File: src/rtl/bus_err_pkg.sv
// constants and types for the bus error detect and addressing block
package bus_err_pkg;
  // register byte offsets
  localparam logic [7:0] OFS_ERR    = 8'h00;
  localparam logic [7:0] OFS_UNIT   = 8'h04;
  localparam logic [7:0] OFS_SLAVE  = 8'h08;
  localparam logic [7:0] OFS_PART   = 8'h0C;
  localparam logic [7:0] OFS_BUF    = 8'h10;
  localparam logic [7:0] OFS_CTRL   = 8'h14;
  localparam logic [7:0] OFS_STAT   = 8'h18;
  // error_cause_flags bit positions
  localparam int B_WIDTH = 7;
  localparam int B_PAR   = 6;
  localparam int B_NACK  = 5;
  localparam int B_STARV = 4;
  localparam int B_OVF   = 3;
  localparam int B_UNSNT = 2;
  localparam int B_MON   = 0;
  localparam logic [7:0] ERR_MASK = 8'hFD;
  // link_control_register bits
  localparam int B_LINK_EN = 0;
  localparam int B_SRX_EN  = 1;
  // status register bits
  localparam int B_SUMMARY = 0;
  localparam int B_OVF_ST  = 1;
  localparam int B_MONITOR = 2;
  localparam int B_BUFFULL = 3;
  // reset values
  localparam logic [7:0]  RST_ERR  = 8'h00;
  localparam logic [11:0] RST_ADDR = 12'h000;
  localparam logic [7:0]  RST_BUF  = 8'h00;
  // special addresses and control codes
  localparam logic [11:0] ALL_UNITS = 12'hFFF;
  localparam logic [3:0]  CODE_WRITE_DATA = 4'hF;
  // frame field being reported by the bit engine
  typedef enum logic [2:0] {
    FLD_MASTER = 3'b000,
    FLD_SLAVE  = 3'b001,
    FLD_CTRL   = 3'b010,
    FLD_LEN    = 3'b011,
    FLD_DATA   = 3'b100
  } field_e;
endpackage

File: src/rtl/bus_err_detect.sv
// error detection, error flags and address registers of the serial bus controller
// Contract
// RULE1: bit width fault sets flag bit 7.
// RULE2: a bit width fault pulses error and combined status interrupts.
// RULE3: parity mismatch sets bit 6; individual data field returns nack instead. The code sets no flag for a transmitter that is not monitoring.
// RULE4: individual nack on slave, control or length acknowledge sets bit 5.
// RULE5: data field nack retransmits silently; at maximum byte count it errors.
// RULE6: no nack error in broadcast or while monitoring third parties.
// RULE7: transmit byte missing at acknowledge sets bit 4, except individual nack.
// RULE8: stored receive byte requests data; unread buffer on next byte sets bit 3.
// RULE9: overflow state lasts until buffer read or reset, beyond frame end.
// RULE10: pending overflow suppresses transmit data requests.
// RULE11: individual overflow returns nack so the sender retransmits.
// RULE12: broadcast overflow interrupts, stops reception, keeps buffer and receiving state.
// RULE13: written byte left unsent in own transmission sets bit 2.
// RULE14: width or parity fault while monitoring sets bit 0.
// RULE15: faults before monitoring begins leave bit 0 clear.
// RULE16: mismatched slave address with acknowledge continuing starts third party monitoring.
// RULE17: unservable broadcast write code monitors; individual returns nack and ends.
// RULE18: own unit address is 12 bits, frozen while link enabled.
// RULE19: target slave address, 12 bits, goes out in slave address field.
// RULE20: received master address is captured into read-only partner register.
// RULE21: partner capture only with good parity and unit unlocked.
// RULE22: software copies partner address bytes into buffer for lock requests.
// RULE23: error bits clear only by writing zero; ones written are ignored.
// RULE24: each error bit sets the summary fault flag too; the code leaves it clear for an individual overflow (bit 3).
//
// Local design decisions: the APB interface to the registers and the register addresses.
`timescale 1ns/1ps
module bus_err_detect #(
  parameter int ADDR_W = 12
) (
  // clock and reset
  input  wire logic              clk,
  input  wire logic              sys_rst,
  // apb slave
  input  wire logic              psel,
  input  wire logic              penable,
  input  wire logic              pwrite,
  input  wire logic [7:0]        paddr,
  input  wire logic [31:0]       pwdata,
  output logic [31:0]            prdata,
  output logic                   pready,
  output logic                   pslverr,
  // bit engine events
  input  wire logic              bit_width_fault,
  input  wire logic              parity_check,
  input  wire logic              parity_ok,
  input  wire logic [2:0]        check_field,
  input  wire logic [ADDR_W-1:0] field_value,
  input  wire logic              ack_seen,
  input  wire logic              ack_is_nack,
  input  wire logic              rx_byte_valid,
  input  wire logic [7:0]        rx_byte,
  input  wire logic              tx_byte_taken,
  input  wire logic              frame_end,
  // bit engine levels
  input  wire logic              broadcast_mode,
  input  wire logic              is_transmitter,
  input  wire logic              at_max_bytes,
  input  wire logic              tx_more,
  input  wire logic              unit_locked,
  // to the bit engine and cpu side
  output logic [ADDR_W-1:0]      target_slave_address,
  output logic [7:0]             tx_byte,
  output logic                   buffer_full,
  output logic                   link_enable_bit,
  output logic                   monitoring,
  output logic                   return_nack,
  output logic                   stop_reception,
  output logic                   summary_comm_fault_flag,
  output logic                   error_irq,
  output logic                   combined_status_irq,
  output logic                   data_request_irq
);
  // the register map packs every address into 12 bits
  if (ADDR_W != 12) begin : g_width_check
    $error("address width must be 12");
  end

  // whole state in one record, registered by one flop bank
  typedef struct packed {
    logic [7:0]        flags;
    logic              summary;
    logic [ADDR_W-1:0] unit;
    logic [ADDR_W-1:0] slave;
    logic [ADDR_W-1:0] partner;
    logic [ADDR_W-1:0] seen_slave;
    logic [7:0]        buf_data;
    logic              buf_full;
    logic              ovf;
    logic              link_en;
    logic              srx_en;
    logic              monitor;
    logic              err_irq;
    logic              comb_irq;
    logic              dreq_irq;
    logic              nack_ret;
    logic              rx_stop;
    logic              rdy;
    logic              err;
    logic [31:0]       rdata;
  } state_s;

  state_s s_q;
  state_s s_d;

  logic       acc;
  logic       wr;
  logic       rd;
  logic       hit;
  logic [7:0] set;
  logic [7:0] clr;
  logic       sum_set;
  logic       is_data;
  logic       bad_par;
  logic       slave_match;
  logic [31:0] rval;

  always_comb begin
    s_d         = s_q;
    set         = 8'h00;
    clr         = 8'h00;
    sum_set     = 1'b0;
    rval        = 32'h0000_0000;
    hit         = 1'b1;
    is_data     = (check_field == bus_err_pkg::FLD_DATA);
    bad_par     = parity_check && !parity_ok;
    s_d.err_irq  = 1'b0;
    s_d.comb_irq = 1'b0;
    s_d.dreq_irq = 1'b0;
    s_d.nack_ret = 1'b0;
    s_d.rx_stop  = 1'b0;

    // address match for the last slave address field seen
    if (broadcast_mode) begin
      slave_match = (s_q.seen_slave == bus_err_pkg::ALL_UNITS) ||
                    (s_q.seen_slave[ADDR_W-1:8] == s_q.unit[ADDR_W-1:8]); // [RULE16]
    end else begin
      slave_match = (s_q.seen_slave == s_q.unit); // [RULE16]
    end

    // apb decode; one wait state, action at the pready edge
    acc = psel && penable && s_q.rdy;
    wr  = acc && pwrite;
    rd  = acc && !pwrite;
    case (paddr)
      bus_err_pkg::OFS_ERR:   rval = {24'h000000, s_q.flags};
      bus_err_pkg::OFS_UNIT:  rval = {20'h00000, s_q.unit};
      bus_err_pkg::OFS_SLAVE: rval = {20'h00000, s_q.slave};
      bus_err_pkg::OFS_PART:  rval = {20'h00000, s_q.partner};
      bus_err_pkg::OFS_BUF:   rval = {24'h000000, s_q.buf_data};
      bus_err_pkg::OFS_CTRL:  rval = {30'h00000000, s_q.srx_en, s_q.link_en};
      bus_err_pkg::OFS_STAT:  rval = {28'h0000000, s_q.buf_full, s_q.monitor, s_q.ovf, s_q.summary};
      default: begin
        rval = 32'h0000_0000;
        hit  = 1'b0;
      end
    endcase
    s_d.rdy = psel && penable && !s_q.rdy;
    // answer captured in the wait state so prdata and pslverr leave a flop
    if (psel && penable && !s_q.rdy) begin
      s_d.rdata = pwrite ? 32'h0000_0000 : rval;
      s_d.err   = !hit;
    end else if (acc) begin
      s_d.rdata = 32'h0000_0000;
      s_d.err   = 1'b0;
    end

    // software writes
    // unit and slave addresses freeze while the link runs
    if (wr) begin
      case (paddr)
        bus_err_pkg::OFS_ERR: begin
          clr = ~pwdata[7:0] & bus_err_pkg::ERR_MASK; // [RULE23]
        end
        bus_err_pkg::OFS_UNIT: begin
          if (!s_q.link_en) begin
            s_d.unit = pwdata[ADDR_W-1:0]; // [RULE18]
          end
        end
        bus_err_pkg::OFS_SLAVE: begin
          if (!s_q.link_en) begin
            s_d.slave = pwdata[ADDR_W-1:0]; // [RULE19]
          end
        end
        bus_err_pkg::OFS_BUF: begin
          // lock address bytes are copied here by software [RULE22]
          s_d.buf_data = pwdata[7:0];
          s_d.buf_full = 1'b1;
        end
        bus_err_pkg::OFS_CTRL: begin
          s_d.link_en = pwdata[bus_err_pkg::B_LINK_EN];
          s_d.srx_en  = pwdata[bus_err_pkg::B_SRX_EN];
        end
        bus_err_pkg::OFS_STAT: begin
          if (!pwdata[bus_err_pkg::B_SUMMARY]) begin
            s_d.summary = 1'b0;
          end
        end
        default: begin
          s_d.unit = s_d.unit;
        end
      endcase
    end

    // reading the buffer empties it and ends the overflow state
    if (rd && paddr == bus_err_pkg::OFS_BUF) begin
      s_d.buf_full = 1'b0;
      s_d.ovf      = 1'b0; // [RULE9]
    end

    // bit width fault
    if (bit_width_fault) begin
      set[bus_err_pkg::B_WIDTH] = 1'b1; // [RULE1]
      sum_set = 1'b1;
      if (s_q.monitor) begin
        set[bus_err_pkg::B_MON] = 1'b1; // [RULE14]
      end
    end

    // parity results
    if (bad_par) begin
      if (is_data && !broadcast_mode && !is_transmitter && !s_q.monitor) begin
        s_d.nack_ret = 1'b1; // [RULE3]
      end else if (!is_transmitter || s_q.monitor) begin
        set[bus_err_pkg::B_PAR] = 1'b1; // [RULE3]
        sum_set = 1'b1;
        if (s_q.monitor) begin
          set[bus_err_pkg::B_MON] = 1'b1; // [RULE14]
        end
      end
    end
    if (parity_check && parity_ok) begin
      case (check_field)
        bus_err_pkg::FLD_MASTER: begin
          // a locked unit keeps the partner that holds the lock
          if (!unit_locked) begin
            s_d.partner = field_value; // [RULE20] [RULE21]
          end
        end
        bus_err_pkg::FLD_SLAVE: begin
          s_d.seen_slave = field_value;
        end
        bus_err_pkg::FLD_CTRL: begin
          if (!s_q.monitor && !is_transmitter && !s_q.srx_en &&
              field_value[3:0] == bus_err_pkg::CODE_WRITE_DATA) begin
            if (broadcast_mode) begin
              s_d.monitor = 1'b1; // [RULE17]
            end else begin
              s_d.nack_ret = 1'b1; // [RULE17]
            end
          end
        end
        default: begin
          s_d.seen_slave = s_d.seen_slave;
        end
      endcase
    end

    // acknowledge results
    if (ack_seen) begin
      if (ack_is_nack && !broadcast_mode && !s_q.monitor) begin // [RULE6]
        if (!is_data || at_max_bytes) begin
          set[bus_err_pkg::B_NACK] = 1'b1; // [RULE4] [RULE5] [RULE15]
          sum_set = 1'b1;
        end
      end
      if (check_field == bus_err_pkg::FLD_SLAVE && !ack_is_nack &&
          !slave_match && !is_transmitter) begin
        s_d.monitor = 1'b1; // [RULE16]
      end
      // an individual nack resends the old byte, so no underrun then
      if (is_data && is_transmitter && tx_more && !s_q.buf_full &&
          !(ack_is_nack && !broadcast_mode)) begin
        set[bus_err_pkg::B_STARV] = 1'b1; // [RULE7] [RULE10]
        sum_set = 1'b1;
      end
    end

    // received data byte
    // monitored traffic never touches the buffer
    if (rx_byte_valid && !s_q.monitor) begin
      if (s_q.buf_full) begin
        set[bus_err_pkg::B_OVF] = 1'b1; // [RULE8]
        s_d.ovf = 1'b1;
        if (broadcast_mode) begin
          s_d.rx_stop = 1'b1; // [RULE12]
          sum_set = 1'b1;
        end else begin
          // sender retransmits after the nack
          s_d.nack_ret = 1'b1; // [RULE11]
        end
      end else begin
        s_d.buf_data = rx_byte;
        s_d.buf_full = 1'b1;
        s_d.dreq_irq = 1'b1; // [RULE8]
      end
    end

    // transmit byte handed to the bit engine
    // pending overflow withholds the request; software must read the buffer first
    if (tx_byte_taken) begin
      s_d.buf_full = 1'b0;
      if (tx_more && !s_q.ovf) begin
        s_d.dreq_irq = 1'b1; // [RULE10]
      end
    end

    // frame end closes monitoring; overflow state survives it
    if (frame_end) begin
      s_d.monitor = 1'b0;
      if (is_transmitter && s_q.buf_full && !s_q.monitor) begin
        set[bus_err_pkg::B_UNSNT] = 1'b1; // [RULE13]
        sum_set = 1'b1;
        s_d.buf_full = 1'b0;
      end
    end

    // hardware set wins over a software clear in the same cycle
    s_d.flags = ((s_q.flags & ~clr) | set) & bus_err_pkg::ERR_MASK; // [RULE23]
    if (sum_set) begin
      s_d.summary  = 1'b1; // [RULE24]
      s_d.err_irq  = 1'b1; // [RULE2]
      s_d.comb_irq = 1'b1; // [RULE2]
    end
  end

  // reset branch loads constants only
  always_ff @(posedge clk or posedge sys_rst) begin
    if (sys_rst) begin
      s_q <= '{
        flags: bus_err_pkg::RST_ERR,
        summary: 1'b0,
        unit: bus_err_pkg::RST_ADDR,
        slave: bus_err_pkg::RST_ADDR,
        partner: bus_err_pkg::RST_ADDR,
        seen_slave: bus_err_pkg::RST_ADDR,
        buf_data: bus_err_pkg::RST_BUF,
        buf_full: 1'b0,
        ovf: 1'b0,
        link_en: 1'b0,
        srx_en: 1'b0,
        monitor: 1'b0,
        err_irq: 1'b0,
        comb_irq: 1'b0,
        dreq_irq: 1'b0,
        nack_ret: 1'b0,
        rx_stop: 1'b0,
        rdy: 1'b0,
        err: 1'b0,
        rdata: 32'h0000_0000
      };
    end else begin
      s_q <= s_d;
    end
  end

  // every output is a plain flop of the state record
  assign prdata                  = s_q.rdata;
  assign pready                  = s_q.rdy;
  assign pslverr                 = s_q.err;
  assign target_slave_address    = s_q.slave; // [RULE19]
  assign tx_byte                 = s_q.buf_data;
  assign buffer_full             = s_q.buf_full;
  assign link_enable_bit         = s_q.link_en;
  assign monitoring              = s_q.monitor;
  assign return_nack             = s_q.nack_ret;
  assign stop_reception          = s_q.rx_stop;
  assign summary_comm_fault_flag = s_q.summary;
  assign error_irq               = s_q.err_irq;
  assign combined_status_irq     = s_q.comb_irq;
  assign data_request_irq        = s_q.dreq_irq;
endmodule // bus_err_detect

File: config.mk
export PLATFORM = sky130hd
export DESIGN_NAME = bus_err_detect
export DESIGN_NICKNAME = d
export VERILOG_FILES = /design/src/rtl/bus_err_pkg.sv /design/src/rtl/bus_err_detect.sv
export SDC_FILE = /design/constraint.sdc
export NUM_CORES = 1
export LEC_CHECK = 0
export CORE_MARGIN = 2
export CORE_UTILIZATION = 64
export CTS_CLUSTER_SIZE = 12
export DETAILED_ROUTE_END_ITERATION = 8
export DONT_BUFFER_PORTS = 1
export PLACE_DENSITY = 0.92
export SKIP_LAST_GASP = 1
export SYNTH_ARGS = -nofsm -noshare
export SYNTH_HDL_FRONTEND = slang
export SYNTH_SLANG_ARGS = --single-unit
File: constraint.sdc
create_clock -name clk -period 2.9 [get_ports clk]
set_input_delay 0 -clock clk [delete_from_list [all_inputs] [get_ports clk]]
set_output_delay 0 -clock clk [all_outputs]
set_load 0.01 [all_outputs]
==> metrics.cfg <==
[power_and_ir_drop]
power.leakage_nw = 2.359
total_power_mw = 2.734
peakVddDrop_mv = 0.5539
powerDensity_mw_per_mm2 = 536.0

[flow_run]
cap_violations = 0

[sta]
post-route-min-period_ps = 2471
rsz0062_at_grt = no
fin_skew_ps = 10.93
hold_viol = 0
max_clock_freq_mhz = 404.7
layout_setup_ws_ps = 428.9
slew_headroom_pct = 47.05
worst_slew_pin_slew_ps = 791.3
finalMaxSlewViolations = 0
timing.hold.ws_ps = 11.22
tns_ps = 0
finalCritPeriodShare_pct = 85.21
setup-violations-final = 0

[critical_path]
r2r_start = pready
crit_required_ps = 3190
worstSetupEndpointType = register
critical_path.cell_chain = dlygate4sd3_1, nor4_1, nand4_1, a311oi_1, dlygate4sd3_1
cp_slowest_cell = nand4_1
timing.critical_path.mode_cell = dlygate4sd3_1
cp-start-kind = input port
path_class = input port to register
slowest_delay_ps = 670
arrival_ps = 2760
r2r_slack_ps = 600
r2r_end = buffer_full
r2r_cells = 4
cp_max_fo = 9

[grt]
antenna_found_initial = 0
grt_pass1_vias = 3445
gr-total-overflow = 0
grt_max_degree = 45
grt_use_total_pct = 33.03
grt_pass1_wl_mm = 19.22

[clocking]
cts.sinks = 87
cts-htree-levels = 3
cts-root-buf = clkbuf_8
clkLatencyLatePin_ps = 350
cts_tree = yes
path_clk_slew_ps = 90
post_cts_resized = 0
clk_path_buf_depth = 2
cts_buffers = 9

[detailed_routing]
vias = 3365
routed_wl_mm = 12.34
drc = 0
routedWlPerCell_um = 24.09
viasPerCell = 6.572
ant_nets = 0
dr.first_iter.drc_count = 448
drt-pass1-iter-count = 5

[floorplanning]
rows = 30
design.core.area_mm2 = 0.006869
die_h_um = 88.53
die_w_um = 88.53
ios = 144
start_util_pct = 66.58
die_area_mm2 = 0.007838

[logic_synthesis]
synthArstFlopShare_pct = 100.0
synthFlopType = dfrtp_1
synth_warnings = 0
synth_edf_count = 0
netlist_area_mm2 = 0.004573
ys_seq_elements = 87
syn_area_per_cell_um2 = 11.79
ys_seq_area_share_pct = 47.61
synth_cell_type_count = 54
netlist_instances = 388

[placed_design]
post_dp_cell_area_mm2 = 0.004319
place_congestion = 0.9049
pre_cts_ws_ps = 1066
hpwl_mm = 7.841
port_buffers = 0

[cells_and_area]
area.growth.synth_to_final_pct = 11.55
fin_nets = 493
fillers = 401
antenna-diode-count = 0
fin_area_mm2 = 0.005101
drive_gt1_share_pct = 22.12

[worst_hold_path]
hold_end = prdata[6]
hold-path-cell-count = 3
holdCritPathClass = input port to register
hold_start = paddr[3]

[status]
outcome = finished clean

state kept, by name (all words and copies together), names as in the netlist, 8 cells and up:
register	count
prdata	12
s_q	45
target_slave_address	12
tx_byte	8
power breakdown:
group | total [mW] | switching, mW | internal (mW) | leakage [nW]
Clock | 0.927 | 0.425 | 0.502 | 0.109
Sequential | 1.44 | 0.117 | 1.32 | 1.11
Combinational | 0.371 | 0.179 | 0.193 | 1.14
what timing repair did:
item                                    4_1_cts  5_1_grt
hold buffers                                 57        0
setup buffers                                 0        0
hold endpoints to repair                    127        0
endpoints found under the setup margin        0        0
worst max-delay path, delay by kind of cell:
family / cells / cell delay [ps]
compound gates: 1 / 400
buf+inv: 2 / 1140
simple gates: 2 / 1210
layout make-up:
type / count / area (µm²) / share of cell area [%]
multi-input combinational: 247 / 1972 / 38.66
clock buffer: 11 / 141.4 / 2.772
tap: 96 / 120.1 / 2.355
clock inverter: 4 / 70.07 / 1.374
sequential: 87 / 2177 / 42.68
inverter: 7 / 27.53 / 0.5396
timing repair buffer: 60 / 593.1 / 11.63
placed cells by master (no fill, tap or decap), types with 5 or more instances in the layout:
master / synthesis / final
a21oi_1: 13 / 13
a22oi_1: 5 / 5
clkbuf_8: 0 / 10
conb_1: 1 / 20
dfrtp_1: 87 / 87
dlygate4sd3_1: 0 / 57
inv_1: 7 / 6
mux2_2: 47 / 47
mux2_4: 10 / 10
mux2i_1: 12 / 12
mux4_2: 5 / 5
nand2_1: 20 / 20
nand4_1: 5 / 5
nand4b_1: 5 / 5
nor2_1: 15 / 15
nor4_1: 5 / 5
o21ai_0: 19 / 19
xor2_1: 8 / 8
per-layer routing:
metal	GRT usage (%)	part of all wire [%]	routed length, µm	up-vias
met5	0	0	0	-
met4	15.43	4.0	490	0
met3	8.116	10	1294	53
met2	50.99	46	5721	262
met1	44.40	39	4830	1670
li1	-	-	-	1380
synthesized netlist by cell type, types with 2 or more instances:
master / number / share of area (%)
a222oi_1: 4 / 0.88
buf_2: 2 / 0.22
nand4_1: 5 / 0.68
nand2b_1: 3 / 0.41
or3b_2: 2 / 0.38
nand4b_1: 5 / 0.96
mux2_4: 10 / 3.3
mux2i_1: 12 / 2.6
buf_4: 54 / 8.9
xor2_1: 8 / 1.5
nor3_1: 2 / 0.22
buf_6: 3 / 0.74
mux4_2: 5 / 2.5
a311oi_1: 2 / 0.38
nor4_1: 5 / 0.68
nor4b_1: 2 / 0.38
a21oi_1: 13 / 1.4
and3_1: 3 / 0.41
a22oi_1: 5 / 0.82
nor2_1: 15 / 1.2
nand3_1: 4 / 0.44
a22o_1: 4 / 0.77
dfrtp_1: 87 / 48
xnor2_1: 4 / 0.77
clkbuf_1: 7 / 0.57
or3_1: 2 / 0.27
inv_1: 7 / 0.57
mux2_2: 47 / 12
a21o_1: 2 / 0.33
nand2_1: 20 / 1.6
o21ai_0: 19 / 2.1
nor2b_1: 3 / 0.41
logic make-up after synthesis:
family                    synth area share (%)
muxes                                    19.95
buffers and inverters                    10.97
other                                  0.08200
xor gates and xnor gates                 2.298
DFF                                      47.61
AOI/OAI and AO/OA                        8.509
and+or+nand+nor                          10.59
metrics by stage:
stage / util (%) / cells
after floorplan: - / 407
after global placement: 62.88 / 440
after detailed placement: 62.88 / 440
after CTS: 74.26 / 512
after global routing: 74.26 / 512
final: 74.26 / 512
worst max-delay path by stage:
stage	start	to	slack, ps	depth (start not counted)
4_1_cts	paddr[0]	buffer_full	490	5
3_5_place_dp	paddr[3]	tx_byte[3]	1070	4
2_1_floorplan	sys_rst	buffer_full	650	1
6_report	paddr[0]	buffer_full	430	5
5_1_grt	paddr[0]	buffer_full	310	5
3_3_place_gp	paddr[3]	tx_byte[3]	1120	4
No activity file was read; power rests on OpenSTA's default activity.
